**config.mk**
```make
export PLATFORM = sky130hd
export DESIGN_NAME = boil_power_regulator_timer
export DESIGN_NICKNAME = d
export VERILOG_FILES = /design/src/design/boil_pkg.sv /design/src/design/boil_power_regulator_timer.sv
export SDC_FILE = /design/constraint.sdc
export NUM_CORES = 1
export LEC_CHECK = 0
export BUFFER_PORTS_ARGS = -buffer_cell sky130_fd_sc_hd__buf_2
export CORE_MARGIN = 4
export CORE_UTILIZATION = 30
export DETAILED_ROUTE_END_ITERATION = 6
export PLACE_DENSITY_LB_ADDON = 0.15
export SLEW_MARGIN = 20
export SYNTH_ARGS = -nofsm -noshare
export SYNTH_HDL_FRONTEND = slang
export SYNTH_SLANG_ARGS = --single-unit
```
**constraint.sdc**
```tcl
create_clock -name i_clk -period 32.9 [get_ports i_clk]
set_input_delay 1.645 -clock i_clk [delete_from_list [all_inputs] [get_ports i_clk]]
set_output_delay 1.645 -clock i_clk [all_outputs]
set_load 0.03 [all_outputs]
```
**src/design/boil_pkg.sv**
```systemverilog
// Constants, types and state layout of the boil power regulator.
//////////////////////////////////////////////////////////////////////////////////////////
// What this block does
// - Operating mode is kept in storage and resumed; mash lamp off in boil mode.
// - Without a sensor show the open-sensor text and keep the heater off.
// - Boil mode bottom display shows boil output percent with a P marker.
// - In boil mode knob rotation changes boil output, applied with no press.
// - Start in acceleration with solid output; past threshold use boil output.
// - Boil output changed during acceleration shows at once, applies after it.
// - Acceleration threshold of zero skips acceleration entirely.
// - Until the temperature passes the acceleration threshold drive at the acceleration output power.
// - Acceleration output power is a percent from 0 to 100, initially 100.
// - Enter parameter setting after holding the knob five seconds; show group prompt.
// - Four groups; rotation cycles through them, press enters the shown one; press on the alarm group returns to run.
// - Clockwise increments, anticlockwise decrements, fast uses bigger steps, press advances.
// - All parameters are kept in nonvolatile storage.
// - Timer master enable, initially on, gates the timer in both modes.
// - Timer direction selects down or up counting, initially down.
// - Signed input offset within plus or minus 100, initially 0, added to temperature.
// - Unit setting selects Celsius or Fahrenheit, initially Fahrenheit.
// - Mash timer duration ranges 0 to 99:59, initially one hour.
// - Timer starts at the begin temperature and keeps counting afterwards.
// - Short press opens reset menu at no; one click gives yes; press restarts timer.
// - Running timer alternates temperature and time every six seconds; colon flashes.
// - Timer end gives six long beeps, meanwhile alternating temperature and end text.
// - After the end the boil finish choice keeps the output on or forces it off; the mash finish choice is not used.
// - Each rise above the buzzer setpoint gives four short beeps, unless the timer ends in that cycle; mash setpoint 150.
//////////////////////////////////////////////////////////////////////////////////////////
package boil_pkg;
   localparam int CLK_HZ = 20_000_000;
   localparam int TICK_MS = 100;
   localparam int TICK_CYC = CLK_HZ / 1000 * TICK_MS;
   localparam int SLOT_MS = 20;
   localparam int SLOT_CYC = CLK_HZ / 1000 * SLOT_MS;
   localparam int HOLD_S = 5;
   localparam int ALT_S = 6;
   localparam int MIN_S = 60;
   localparam int BLINK_MS = 500;
   localparam int LONG_MS = 500;
   localparam int SHORT_MS = 100;
   localparam int HOLD_TK = HOLD_S * 1000 / TICK_MS;
   localparam int ALT_TK = ALT_S * 1000 / TICK_MS;
   localparam int MIN_TK = MIN_S * 1000 / TICK_MS;
   localparam int BLINK_TK = BLINK_MS / TICK_MS;
   localparam int LONG_TK = LONG_MS / TICK_MS;
   localparam int SHORT_TK = SHORT_MS / TICK_MS;
   localparam int CW = 24;
   localparam int PW = 15;
   localparam int NPAR = 16;
   localparam int PWM_SLOTS = 100;
   localparam int STEP_FAST = 10;
   localparam int BEEP_END = 6;
   localparam int BEEP_ALARM = 4;
   localparam int F_MUL = 9;
   localparam int F_DIV = 5;
   localparam int F_OFS = 32;
   // Parameter indices.
   localparam int P_TEN = 0, P_TDIR = 1, P_OFS = 2, P_UNIT = 3;
   localparam int P_MTIME = 4, P_MBEG = 5, P_MALM = 6, P_MFIN = 7;
   localparam int P_ATHR = 8, P_AOUT = 9, P_BTIME = 10, P_BBEG = 11;
   localparam int P_BALM = 12, P_BFIN = 13, P_BOUT = 14, P_MODE = 15;
   localparam int P_MIN [NPAR] = '{0, 0, -100, 0, 0, -999, -999, 0,
                                   -999, 0, 0, -999, -999, 0, 0, 0};
   localparam int P_MAX [NPAR] = '{1, 1, 100, 1, 5999, 9999, 9999, 1,
                                   9999, 100, 5999, 9999, 9999, 1, 100, 1};
   localparam int P_INIT [NPAR] = '{1, 0, 0, 1, 60, 151, 150, 0,
                                    200, 100, 60, 208, 200, 0, 50, 0};
   // Groups: mash, boil, alarm, system.
   localparam logic [1:0] G_ALAM = 2'h2;
   localparam int G_FIRST [4] = '{P_MTIME, P_ATHR, 0, P_TEN};
   localparam int G_LAST [4] = '{P_MFIN, P_BFIN, 0, P_UNIT};
   localparam logic [1:0] SEL_NO = 2'h0, SEL_YES = 2'h1, SEL_MASH = 2'h2, SEL_BOIL = 2'h3;

   typedef enum logic [1:0] {UI_RUN, UI_RST, UI_GROUP, UI_EDIT} ui_t;
   typedef enum logic [2:0] {TOP_TEMP, TOP_TIME, TOP_OPEN, TOP_END, TOP_RST, TOP_MODE,
                             TOP_GOTO, TOP_PNAME} top_t;
   typedef enum logic [2:0] {BOT_POWER, BOT_SETPT, BOT_NO, BOT_YES, BOT_MASH, BOT_BOIL,
                             BOT_GROUP, BOT_VALUE} bot_t;

   typedef struct packed {
      ui_t ui;
      logic [NPAR-1:0][PW-1:0] par;
      logic [3:0] idx;
      logic [1:0] grp;
      logic [1:0] sel;
      logic press_q;
      logic wait_rel;
      logic [7:0] hold;
      logic [CW-1:0] tick_cnt;
      logic [CW-1:0] slot_cnt;
      logic [6:0] slot;
      logic accel;
      logic above_q;
      logic t_run;
      logic done;
      logic [9:0] tsub;
      logic [PW-1:0] elapsed;
      logic [6:0] alt;
      logic alt_t;
      logic [3:0] blk;
      logic blink;
      logic [2:0] beeps;
      logic beep_long;
      logic beep_on;
      logic [3:0] beep_tk;
      logic relay;
      logic mash_led;
      logic colon;
      logic nv_we;
      logic [3:0] nv_idx;
      logic [PW-1:0] nv_data;
      top_t top;
      bot_t bot;
      logic [PW-1:0] bval;
      logic [PW-1:0] tval;
      logic [PW-1:0] time_v;
   } st_t;

   function automatic st_t init_st();
      st_t s;
      s = '0;
      for (int i = 0; i < NPAR; i++)
      begin
         s.par[i] = PW'(P_INIT[i]);
      end
      s.accel = 1'b1;
      return s;
   endfunction
endpackage

```
**src/design/boil_power_regulator_timer.sv**
```systemverilog
// Boil mode power regulator with menu, timer, buzzer and relay pulse output.
`timescale 1ns/100ps
module boil_power_regulator_timer import boil_pkg::*; #(
   parameter int TICK_CYCLES = TICK_CYC, // Cycles per 100 ms tick.
   parameter int SLOT_CYCLES = SLOT_CYC  // Cycles per output pulse slot.
) (
   input wire logic i_clk,                   // System clock.
   input wire logic i_rst_n,                 // Synchronous reset, active low.
   input wire logic i_knob_cw,               // One clockwise detent, pulse.
   input wire logic i_knob_ccw,              // One anticlockwise detent, pulse.
   input wire logic i_knob_fast,             // Fast rotation, with a detent.
   input wire logic i_knob_press,            // Knob pressed, level.
   input wire logic i_sensor_ok,             // Sensor present, level.
   input wire logic signed [11:0] i_temp_c,  // Measured temperature, Celsius.
   input wire logic i_nv_load,               // Stored value restore strobe.
   input wire logic [3:0] i_nv_idx,          // Restored parameter index.
   input wire logic [PW-1:0] i_nv_data,      // Restored parameter value.
   output logic o_nv_we,                     // Parameter store strobe.
   output logic [3:0] o_nv_idx,              // Stored parameter index.
   output logic [PW-1:0] o_nv_data,          // Stored parameter value.
   output logic o_relay,                     // Relay drive.
   output logic o_out_led,                   // Output lamp.
   output logic o_mash_led,                  // Mashing mode lamp.
   output logic o_buzzer,                    // Buzzer drive.
   output top_t o_top,                       // Top display content.
   output bot_t o_bot,                       // Bottom display content.
   output logic [PW-1:0] o_bot_val,          // Bottom display number.
   output logic [PW-1:0] o_temp,             // Corrected temperature.
   output logic [PW-1:0] o_time,             // Timer minutes shown.
   output logic o_colon,                     // Time colon lit.
   output logic [3:0] o_par_idx              // Parameter being edited.
);
   st_t st_ff;
   st_t nxt_st;
   logic tick;
   logic slot_end;
   logic mash;
   logic rise;
   logic signed [15:0] tc;
   logic signed [15:0] tf;
   logic signed [15:0] tv;
   logic signed [PW-1:0] temp;
   logic signed [PW-1:0] dur_v;
   logic signed [PW-1:0] beg_v;
   logic signed [PW-1:0] alm_v;
   logic signed [15:0] step;

   function automatic logic [PW-1:0] clamp(input logic signed [15:0] v, input int k);
      logic [PW-1:0] r;
      r = PW'(v);
      if (v < 16'(P_MIN[k]))
      begin
         r = PW'(P_MIN[k]);
      end
      else if (v > 16'(P_MAX[k]))
      begin
         r = PW'(P_MAX[k]);
      end
      return r;
   endfunction

   //////////////////////////////////////////////////////////////////////////////////////
   assign tick = st_ff.tick_cnt == CW'(TICK_CYCLES - 1);
   assign slot_end = st_ff.slot_cnt == CW'(SLOT_CYCLES - 1);
   assign mash = st_ff.par[P_MODE][0];
   assign rise = i_knob_press && !st_ff.press_q && !st_ff.wait_rel;
   assign tc = 16'(i_temp_c);
   assign tf = 16'(tc * 16'(F_MUL) / 16'(F_DIV) + 16'(F_OFS));
   assign tv = (st_ff.par[P_UNIT][0] ? tf : tc) + 16'($signed(st_ff.par[P_OFS]));
   assign temp = PW'(tv);
   assign dur_v = $signed(st_ff.par[mash ? P_MTIME : P_BTIME]);
   assign beg_v = $signed(st_ff.par[mash ? P_MBEG : P_BBEG]);
   assign alm_v = $signed(st_ff.par[mash ? P_MALM : P_BALM]);
   assign step = i_knob_fast ? 16'(STEP_FAST) : 16'sd1;

   //////////////////////////////////////////////////////////////////////////////////////
   always_comb
   begin
      logic wv;
      logic [3:0] wi;
      logic [PW-1:0] wd;
      logic signed [15:0] cur;
      logic [6:0] pw;
      wv = 1'b0;
      wi = st_ff.idx;
      wd = '0;
      cur = 16'($signed(st_ff.par[st_ff.idx]));
      pw = '0;
      nxt_st = st_ff;
      nxt_st.nv_we = 1'b0;
      nxt_st.press_q = i_knob_press;
      nxt_st.tick_cnt = tick ? '0 : st_ff.tick_cnt + 1'b1;
      nxt_st.slot_cnt = slot_end ? '0 : st_ff.slot_cnt + 1'b1;
      if (slot_end)
      begin
         nxt_st.slot = (st_ff.slot == 7'(PWM_SLOTS - 1)) ? '0 : st_ff.slot + 1'b1;
      end
      if (tick)
      begin
         nxt_st.blk = (st_ff.blk == 4'(BLINK_TK - 1)) ? '0 : st_ff.blk + 1'b1;
         nxt_st.blink = st_ff.blink ^ (st_ff.blk == 4'(BLINK_TK - 1));
         nxt_st.alt = (st_ff.alt == 7'(ALT_TK - 1)) ? '0 : st_ff.alt + 1'b1;
         nxt_st.alt_t = st_ff.alt_t ^ (st_ff.alt == 7'(ALT_TK - 1));
      end
      if (i_nv_load)
      begin
         nxt_st.par[i_nv_idx] = i_nv_data;
      end
      if (!mash && (st_ff.par[P_ATHR] == '0 || temp > $signed(st_ff.par[P_ATHR])))
      begin
         nxt_st.accel = 1'b0;
      end
      // Beeper sequencer: equal on and off phases per beep.
      if (tick && st_ff.beeps != '0)
      begin
         nxt_st.beep_tk = st_ff.beep_tk + 1'b1;
         if (st_ff.beep_tk == 4'((st_ff.beep_long ? LONG_TK : SHORT_TK) - 1))
         begin
            nxt_st.beep_tk = '0;
            nxt_st.beep_on = !st_ff.beep_on;
            if (st_ff.beep_on)
            begin
               nxt_st.beeps = st_ff.beeps - 1'b1;
            end
         end
      end
      nxt_st.above_q = temp > alm_v;
      if (i_sensor_ok && temp > alm_v && !st_ff.above_q)
      begin
         nxt_st.beeps = 3'(BEEP_ALARM);
         nxt_st.beep_long = 1'b0;
         nxt_st.beep_on = 1'b1;
         nxt_st.beep_tk = '0;
      end
      if (st_ff.par[P_TEN][0])
      begin
         if (!st_ff.t_run && !st_ff.done && i_sensor_ok && temp >= beg_v)
         begin
            nxt_st.t_run = 1'b1;
         end
         if (st_ff.t_run && tick)
         begin
            nxt_st.tsub = (st_ff.tsub == 10'(MIN_TK - 1)) ? '0 : st_ff.tsub + 1'b1;
            nxt_st.elapsed = st_ff.elapsed + PW'(st_ff.tsub == 10'(MIN_TK - 1));
         end
         if (st_ff.t_run && $signed(st_ff.elapsed) >= dur_v)
         begin
            nxt_st.t_run = 1'b0;
            nxt_st.done = 1'b1;
            nxt_st.beeps = 3'(BEEP_END);
            nxt_st.beep_long = 1'b1;
            nxt_st.beep_on = 1'b1;
            nxt_st.beep_tk = '0;
         end
      end
      // Knob press: a hold ends in the menu and must be released before the next press.
      if (!i_knob_press)
      begin
         nxt_st.wait_rel = 1'b0;
         nxt_st.hold = '0;
      end
      else if (tick && st_ff.hold != 8'hff)
      begin
         nxt_st.hold = st_ff.hold + 1'b1;
      end
      case (st_ff.ui)
         UI_RUN:
         begin
            if (!mash && (i_knob_cw || i_knob_ccw))
            begin
               wv = 1'b1;
               wi = 4'(P_BOUT);
               cur = 16'($signed(st_ff.par[P_BOUT]));
               wd = clamp(i_knob_cw ? cur + step : cur - step, P_BOUT);
            end
            if (i_knob_press && !st_ff.wait_rel && st_ff.hold >= 8'(HOLD_TK))
            begin
               nxt_st.ui = UI_GROUP;
               nxt_st.wait_rel = 1'b1;
               nxt_st.grp = '0;
            end
            else if (!i_knob_press && st_ff.press_q && !st_ff.wait_rel)
            begin
               nxt_st.ui = UI_RST;
               nxt_st.sel = SEL_NO;
            end
         end
         UI_RST:
         begin
            if (i_knob_cw && st_ff.sel != SEL_BOIL)
            begin
               nxt_st.sel = st_ff.sel + 1'b1;
            end
            else if (i_knob_ccw && st_ff.sel != SEL_NO)
            begin
               nxt_st.sel = st_ff.sel - 1'b1;
            end
            if (rise)
            begin
               nxt_st.ui = UI_RUN;
               nxt_st.wait_rel = 1'b1;
               if (st_ff.sel == SEL_YES)
               begin
                  nxt_st.t_run = st_ff.par[P_TEN][0];
                  nxt_st.done = 1'b0;
                  nxt_st.elapsed = '0;
                  nxt_st.tsub = '0;
               end
               else if (st_ff.sel != SEL_NO)
               begin
                  wv = 1'b1;
                  wi = 4'(P_MODE);
                  wd = PW'(st_ff.sel == SEL_MASH);
                  nxt_st.accel = st_ff.par[P_ATHR] != '0;
               end
            end
         end
         UI_GROUP:
         begin
            nxt_st.grp = st_ff.grp + 2'(i_knob_cw) - 2'(i_knob_ccw);
            if (rise)
            begin
               nxt_st.ui = (st_ff.grp == G_ALAM) ? UI_RUN : UI_EDIT;
               nxt_st.wait_rel = 1'b1;
               nxt_st.idx = 4'(G_FIRST[st_ff.grp]);
            end
         end
         UI_EDIT:
         begin
            if (i_knob_cw || i_knob_ccw)
            begin
               wv = 1'b1;
               wd = clamp(i_knob_cw ? cur + step : cur - step, int'(st_ff.idx));
            end
            if (rise)
            begin
               nxt_st.idx = st_ff.idx + 1'b1;
               nxt_st.wait_rel = 1'b1;
               if (st_ff.idx == 4'(G_LAST[st_ff.grp]))
               begin
                  nxt_st.ui = UI_RUN;
               end
            end
         end
         default:
         begin
            nxt_st.ui = UI_RUN;
         end
      endcase
      if (wv)
      begin
         nxt_st.par[wi] = wd;
         nxt_st.nv_we = 1'b1;
         nxt_st.nv_idx = wi;
         nxt_st.nv_data = wd;
      end
      // Outputs.
      pw = st_ff.accel ? st_ff.par[P_AOUT][6:0] : st_ff.par[P_BOUT][6:0];
      nxt_st.relay = i_sensor_ok && !mash && !(st_ff.done && !st_ff.par[P_BFIN][0])
                     && st_ff.slot < pw;
      nxt_st.mash_led = mash;
      nxt_st.tval = temp;
      nxt_st.time_v = st_ff.par[P_TDIR][0] ? st_ff.elapsed
                      : PW'(dur_v - $signed(st_ff.elapsed));
      nxt_st.colon = 1'b0;
      nxt_st.bval = st_ff.par[P_BOUT];
      nxt_st.bot = mash ? BOT_SETPT : BOT_POWER;
      nxt_st.top = TOP_TEMP;
      case (st_ff.ui)
         UI_RUN:
         begin
            if (!i_sensor_ok)
            begin
               nxt_st.top = TOP_OPEN;
            end
            else if (st_ff.done)
            begin
               nxt_st.top = st_ff.alt_t ? TOP_END : TOP_TEMP;
            end
            else if (st_ff.t_run && st_ff.par[P_TEN][0] && st_ff.alt_t)
            begin
               nxt_st.top = TOP_TIME;
               nxt_st.colon = st_ff.blink;
            end
         end
         UI_RST:
         begin
            nxt_st.top = (st_ff.sel >= SEL_MASH) ? TOP_MODE : TOP_RST;
            nxt_st.bot = bot_t'(3'(BOT_NO) + 3'(st_ff.sel));
         end
         UI_GROUP:
         begin
            nxt_st.top = TOP_GOTO;
            nxt_st.bot = BOT_GROUP;
            nxt_st.bval = PW'(st_ff.grp);
         end
         default:
         begin
            nxt_st.top = TOP_PNAME;
            nxt_st.bot = BOT_VALUE;
            nxt_st.bval = st_ff.par[st_ff.idx];
         end
      endcase
   end

   always_ff @(posedge i_clk)
   begin
      if (!i_rst_n)
      begin
         st_ff <= init_st();
      end
      else
      begin
         st_ff <= nxt_st;
      end
   end

   assign o_nv_we = st_ff.nv_we;
   assign o_nv_idx = st_ff.nv_idx;
   assign o_nv_data = st_ff.nv_data;
   assign o_relay = st_ff.relay;
   assign o_out_led = st_ff.relay;
   assign o_mash_led = st_ff.mash_led;
   assign o_buzzer = st_ff.beep_on;
   assign o_top = st_ff.top;
   assign o_bot = st_ff.bot;
   assign o_bot_val = st_ff.bval;
   assign o_temp = st_ff.tval;
   assign o_time = st_ff.time_v;
   assign o_colon = st_ff.colon;
   assign o_par_idx = st_ff.idx;
endmodule

```
# Word level (Yosys, flattened, before mapping)
# Memory sizes are Yosys's and may differ from the RTL's.
# Index checks and enable logic that the tools add are counted.
# word_totals
ff_bits	440
rom_bits	1024
inputBits	39
out_inout_bits	80
wordCells	306
n_memories	2
# classes
addsub	24
n_mul	1
div	1
magnitude_cmp	21
n_eq_ne	25
muxes	116
bitwise	8
reduce_logical	57
# mem_list
name	depth	width	rd	rd_clocked_by_memory_dff	wr	line_no	source
(no name shown)	16	32	1	0	0	boil_power_regulator_timer.sv:57	r = PW'(P_MAX[k]);
(no name shown)	16	32	1	0	0	boil_power_regulator_timer.sv:53	r = PW'(P_MIN[k]);
# ops
op	count
$bwmux W240	2
$mux W240	2
$mux W15	19
$bmux W15 S4	4
$bmux W32 S2	2
$demux W15 S4	2
$mux W27	4
$mux W16	6
$mux W4	15
$add A24 B1 Y24 const B	2
$pmux W15 S3	1
$add A15 B5 Y16	2
$ge A32 B5 Y1 const B	1
$mux W2	16
$not A4 Y32	1
$sub A15 B5 Y16	2
$ge A15 B15 Y1	2
$gt A15 B15 Y1	2
$lt A4 B5 Y1 const B	6
$pmux W15 S2	1
$logic_and A1 B1 Y1	27
$mux W9	3
$mux W25	1
$eq A24 B19 Y1 const B	1
66 further kinds	129

# Depth between registers and ports, before layout
# depth
word_depth	13
depth_mapped	66
ltp_nobuf	61

# Least setup slack after synthesis
# Ideal clock, no wire load.
# synth_path
path_kind	input -> register
startpoint	in i_temp_c[1]
endpoint	reg st_ff, in the netlist o_buzzer
setup_time_ns	0.120
t_arrival_ns	12.950
t_required_ns	32.780
setup_slack_ns	19.830
cell_stages	54
path_buffers	3
path_cell_list	ha_1 ha_1 fa_1 xor2_1 or4_1 a221o_1 or4_4 nand3_2 nand2_2 maj3_1 a21o_1 or4_4 a31oi_4 nor3_2 buf_2 a32o_1 a221oi_1 buf_2 (+18 left out) a21oi_1 o21bai_1 a21oi_1 o21bai_1 xor2_1 ha_1 o21ai_0 nand2b_1 maj3_1 maj3_1 a21oi_1 a31oi_1 nor2_1 nand2_1 a31o_2 o211ai_1 a211oi_4 o31a_1
# synth_via
elab_chain_cells	11
# synth_lines
item	line_no	source
start, declared	boil_power_regulator_timer.sv:14	input wire logic signed [11:0] i_temp_c,
$mul A12 B5 Y16	boil_power_regulator_timer.sv:68	assign tf = 16'(tc * 16'(F_MUL) / 16'(F_DIV) + 16'(F_OFS));
$div A16 B4 Y16	boil_power_regulator_timer.sv:68	
$add A15 B7 Y15	boil_power_regulator_timer.sv:68	
$mux W15 (*)	boil_power_regulator_timer.sv:69	assign tv = (st_ff.par[P_UNIT][0] ? tf : tc) + 16'($signed(st_ff.par[P_OFS]));
$add A15 B15 Y15 (*)	boil_power_regulator_timer.sv:69	
$gt A15 B15 Y1 (*)	boil_power_regulator_timer.sv:128	if (i_sensor_ok && temp > alm_v && !st_ff.above_q)
$logic_and A1 B1 Y1 (*) (2 in series)	boil_power_regulator_timer.sv:128	
$mux W9 (*)	boil_power_regulator_timer.sv:128	
$mux W9	boil_power_regulator_timer.sv:146	if (st_ff.t_run && $signed(st_ff.elapsed) >= dur_v)
$mux W9 (*)	boil_power_regulator_timer.sv:135	if (st_ff.par[P_TEN][0])
end signal, assigned	boil_power_regulator_timer.sv:310	st_ff <= init_st();
end signal, assigned	boil_power_regulator_timer.sv:314	st_ff <= nxt_st;
end, declared	boil_power_regulator_timer.sv:33	st_t st_ff;
# Every way passes the cells marked *; elsewhere a longest branch is shown, timed or not.
# A chain may end at the register's enable or synchronous reset.

# Worst setup path after layout
# layout_path
startpoint	in i_temp_c[2]
endpoint	reg st_ff, in the netlist o_buzzer
# The elaborated chain is that of the path after synthesis.

==> impl_metrics.yaml <==
status:
  status: "complete, no violations"
clocking:
  clk_latency_ns: 0.63
  clockRootBuffer: "clkbuf_16"
  cts_resized: 0
  clock-sinks: 440
  clk_pin_slew_ns: 0.06
  cts_inserted_buffers: 52
  cts_setup_buffers: 0
  htreeDepth: 2
  cts_tree: "done"
  clk_path_buf_depth: 3
  hold_buffers: 0
finish:
  nets: 3799
  drive_gt1_share_pct: 11.3
  final_cell_mix: "475 x nor2_1, 436 x dfxtp_1, 330 x mux2i_1"
  final_core_util_pct: 33.3
  area_delta_synth_final_pct: 10.1
  fin_cells: 4908
  final_common_cell: "nor2_1"
route:
  drtIter0Drc: 2042
  postRouteAntennaNets: 0
  routed_via_density: 5.37
  routed_wl_um: 109000
  wire_per_inst_um: 22.3
  route.detailed.drc: 0
  vias: 26400
  first_pass_iters: 5
setup_path:
  reg2reg_depth: 32
  path_buf_inv: 3
  cp_top_family: "compound AO/OA/AOI/OAI gates"
  worstSetupPathType: "primary input to register"
  r2r-start: "o_par_idx[0]$_SDFFE_PN0P_"
  end_kind: "register"
  r2r_end: "st_ff[381]$_SDFF_PN1_"
  slowest_delay_ns: 0.84
  cp.required_ns: 33.42
  start_kind: "primary input"
  crit_path_frequent_cell: "ha_1"
  critPathMaxFanout: 27
  critical_path_arrival_ns: 15.02
  r2r_slack_ns: 24.10
  cp_slowest_cell: "and3_1"
logic_synthesis:
  syn-num-nets: 3873
  syn-cell-area_um2: 30200
  ys_warn_count: 0
  ys_seq_elements: 440
  netlist-cell-type-count: 105
  syn_avg_cell_area_um2: 8.29
  synth-main-ff-cell: "dfxtp_1"
  syn_inst: 3645
  synth_edf_count: 0
  async_flop_share_pct: 0
  ys_seq_area_share_pct: 29.2
sta:
  skew_ns: 0.0274
  rsz0062_at_grt: "false"
  tns_ns: 0
  tightest_slew_ns: 1.19
  period_needed_ns: 14.50
  hold_violations: 0
  maxSlewViolCount: 0
  setup_violations: 0
  relSlewSlack_pct: 20.5
  fmax_mhz: 69.0
  period_share_pct: 44.1
  timing.hold.ws_ns: 0.458
hold_path:
  hold_start: "st_ff[132]$_SDFF_PP0_"
  hp-class: "register to register"
  whs_path_depth: 1
  min_to: "st_ff[132]$_SDFF_PP0_"
pwr:
  power_frac_comb_pct: 51.5
  intPower_w: 0.00135
  p_switching_w: 0.00102
  ir_drop_v: 0.0000566
  pwr_density_cell_nw_per_um2: 71.5
  leakagePower_nw: 12.9
  pwr-share-seq_pct: 23.9
  clockPowerShare_pct: 24.6
  sw_frac_of_total_pct: 43.1
global_route:
  grt_overflow: 0
  grt.total_usage_pct: 19.9
  use_met1_pct: 28.7
  grt_use_met3_pct: 2.42
  antenna_found_initial: 1
  grt-busiest-layer: "met2"
  grt_pass1_wl_um: 164000
  grt_max_degree: 78
  grtUsageMet2_pct: 31.8
  grt_pass1_vias: 25100
die:
  start_util_pct: 30.2
  core-area_um2: 100000
  rows: 116
  die_h_um: 325
  die_x_um: 325
  pin_count: 119
  die_area_um2: 106000
placement:
  place_congestion: 0.839
  place_hpwl_um: 78400
  dp_cells: 4815
  numPortBuffers: 118
run:
  cap_violations: 0
## metrics by stage
step                power (W)  cell area (um2)  setup slack (ns)
floorplan             0.00147            30200             19.83
global placement      0.00181            31600             18.04
detailed placement    0.00179            31600             17.90
CTS                   0.00239            33200             18.53
global route          0.00256            33300             17.10
finish                0.00238            33300             18.40
## power groups by stage
stage / sequential, W / clock, W / combinational, W
floorplan: 0.000573 / 0 / 0.000896
global placement: 0.000579 / 0 / 0.00124
detailed placement: 0.000578 / 0 / 0.00122
CTS: 0.000567 / 0.000602 / 0.00122
global route: 0.000569 / 0.000622 / 0.00137
finish: 0.000567 / 0.000585 / 0.00122
## sequential cells by signal, indices dropped and copies added, names as in the netlist, 3 cells and up
| signal | flops |
|---|---|
| o_nv_idx | 4 |
| o_bot | 3 |
| o_top | 3 |
| o_nv_data | 15 |
| o_time | 15 |
| st_ff | 360 |
| o_temp | 15 |
| o_par_idx | 4 |
| o_bot_val | 15 |
## worst max-delay path by stage
stage,startpoint,slack [ns],cells past startpoint,endpoint
final,i_temp_c[2],18.40,53,o_buzzer$_SDFF_PN0_
after floorplan,i_temp_c[1],19.83,54,o_buzzer$_SDFF_PN0_
after global routing,i_temp_c[2],17.10,59,st_ff[80]$_SDFF_PN0_
after CTS,i_temp_c[2],18.53,53,o_buzzer$_SDFF_PN0_
after detailed placement,i_temp_c[2],17.90,53,o_buzzer$_SDFF_PN0_
after global placement,i_temp_c[2],18.04,58,st_ff[82]$_SDFF_PN0_
## cell type report
type | count | area, um2
well taps | 1298 | 1620
flip-flops and latches | 440 | 8820
multi-input cells | 2778 | 19600
clock buffers | 76 | 1510
clock inverters | 16 | 174
fillers | 10500 | 66700
diodes | 1 | 2.50
repair buffers | 183 | 1080
inverters | 116 | 443
## routing by layer
| metal | up-vias | routed length, um |
|---|---|---|
| met4 | 0 | 2390 |
| li1 | 12900 | - |
| met3 | 128 | 5170 |
| met5 | - | 0 |
| met1 | 12700 | 52500 |
| met2 | 634 | 49200 |
## cells in the mapped netlist, drive strengths merged (35+ instances only)
cell,count,area [um2]
xor2,83,727
nand2,302,1140
a211oi,208,1570
nand3,85,430
o21ai,157,786
nand4,38,238
nor2,489,1840
ha,184,2300
a21o,35,263
buf,109,747
xnor2,103,917
a21oi,196,988
dfxtp,440,8810
mux2,35,394
clkbuf,201,754
nand2b,37,231
nor3,38,195
inv,116,435
mux2i,330,3300
## cell families (layout without fill, tap and decap cells)
group,Yosys count,in the layout,synth area share [%]
and+or+nand+nor,1178,1178,17.9
muxes,395,395,14.5
DFF,440,440,29.2
other,0,1,0
AOI/OAI and AO/OA,824,824,18.5
buffers and inverters,427,391,6.44
xor gates and xnor gates,186,186,5.44
adders and majority gates,195,195,8.15
Note: power is estimated with default switching activity, not from simulation.
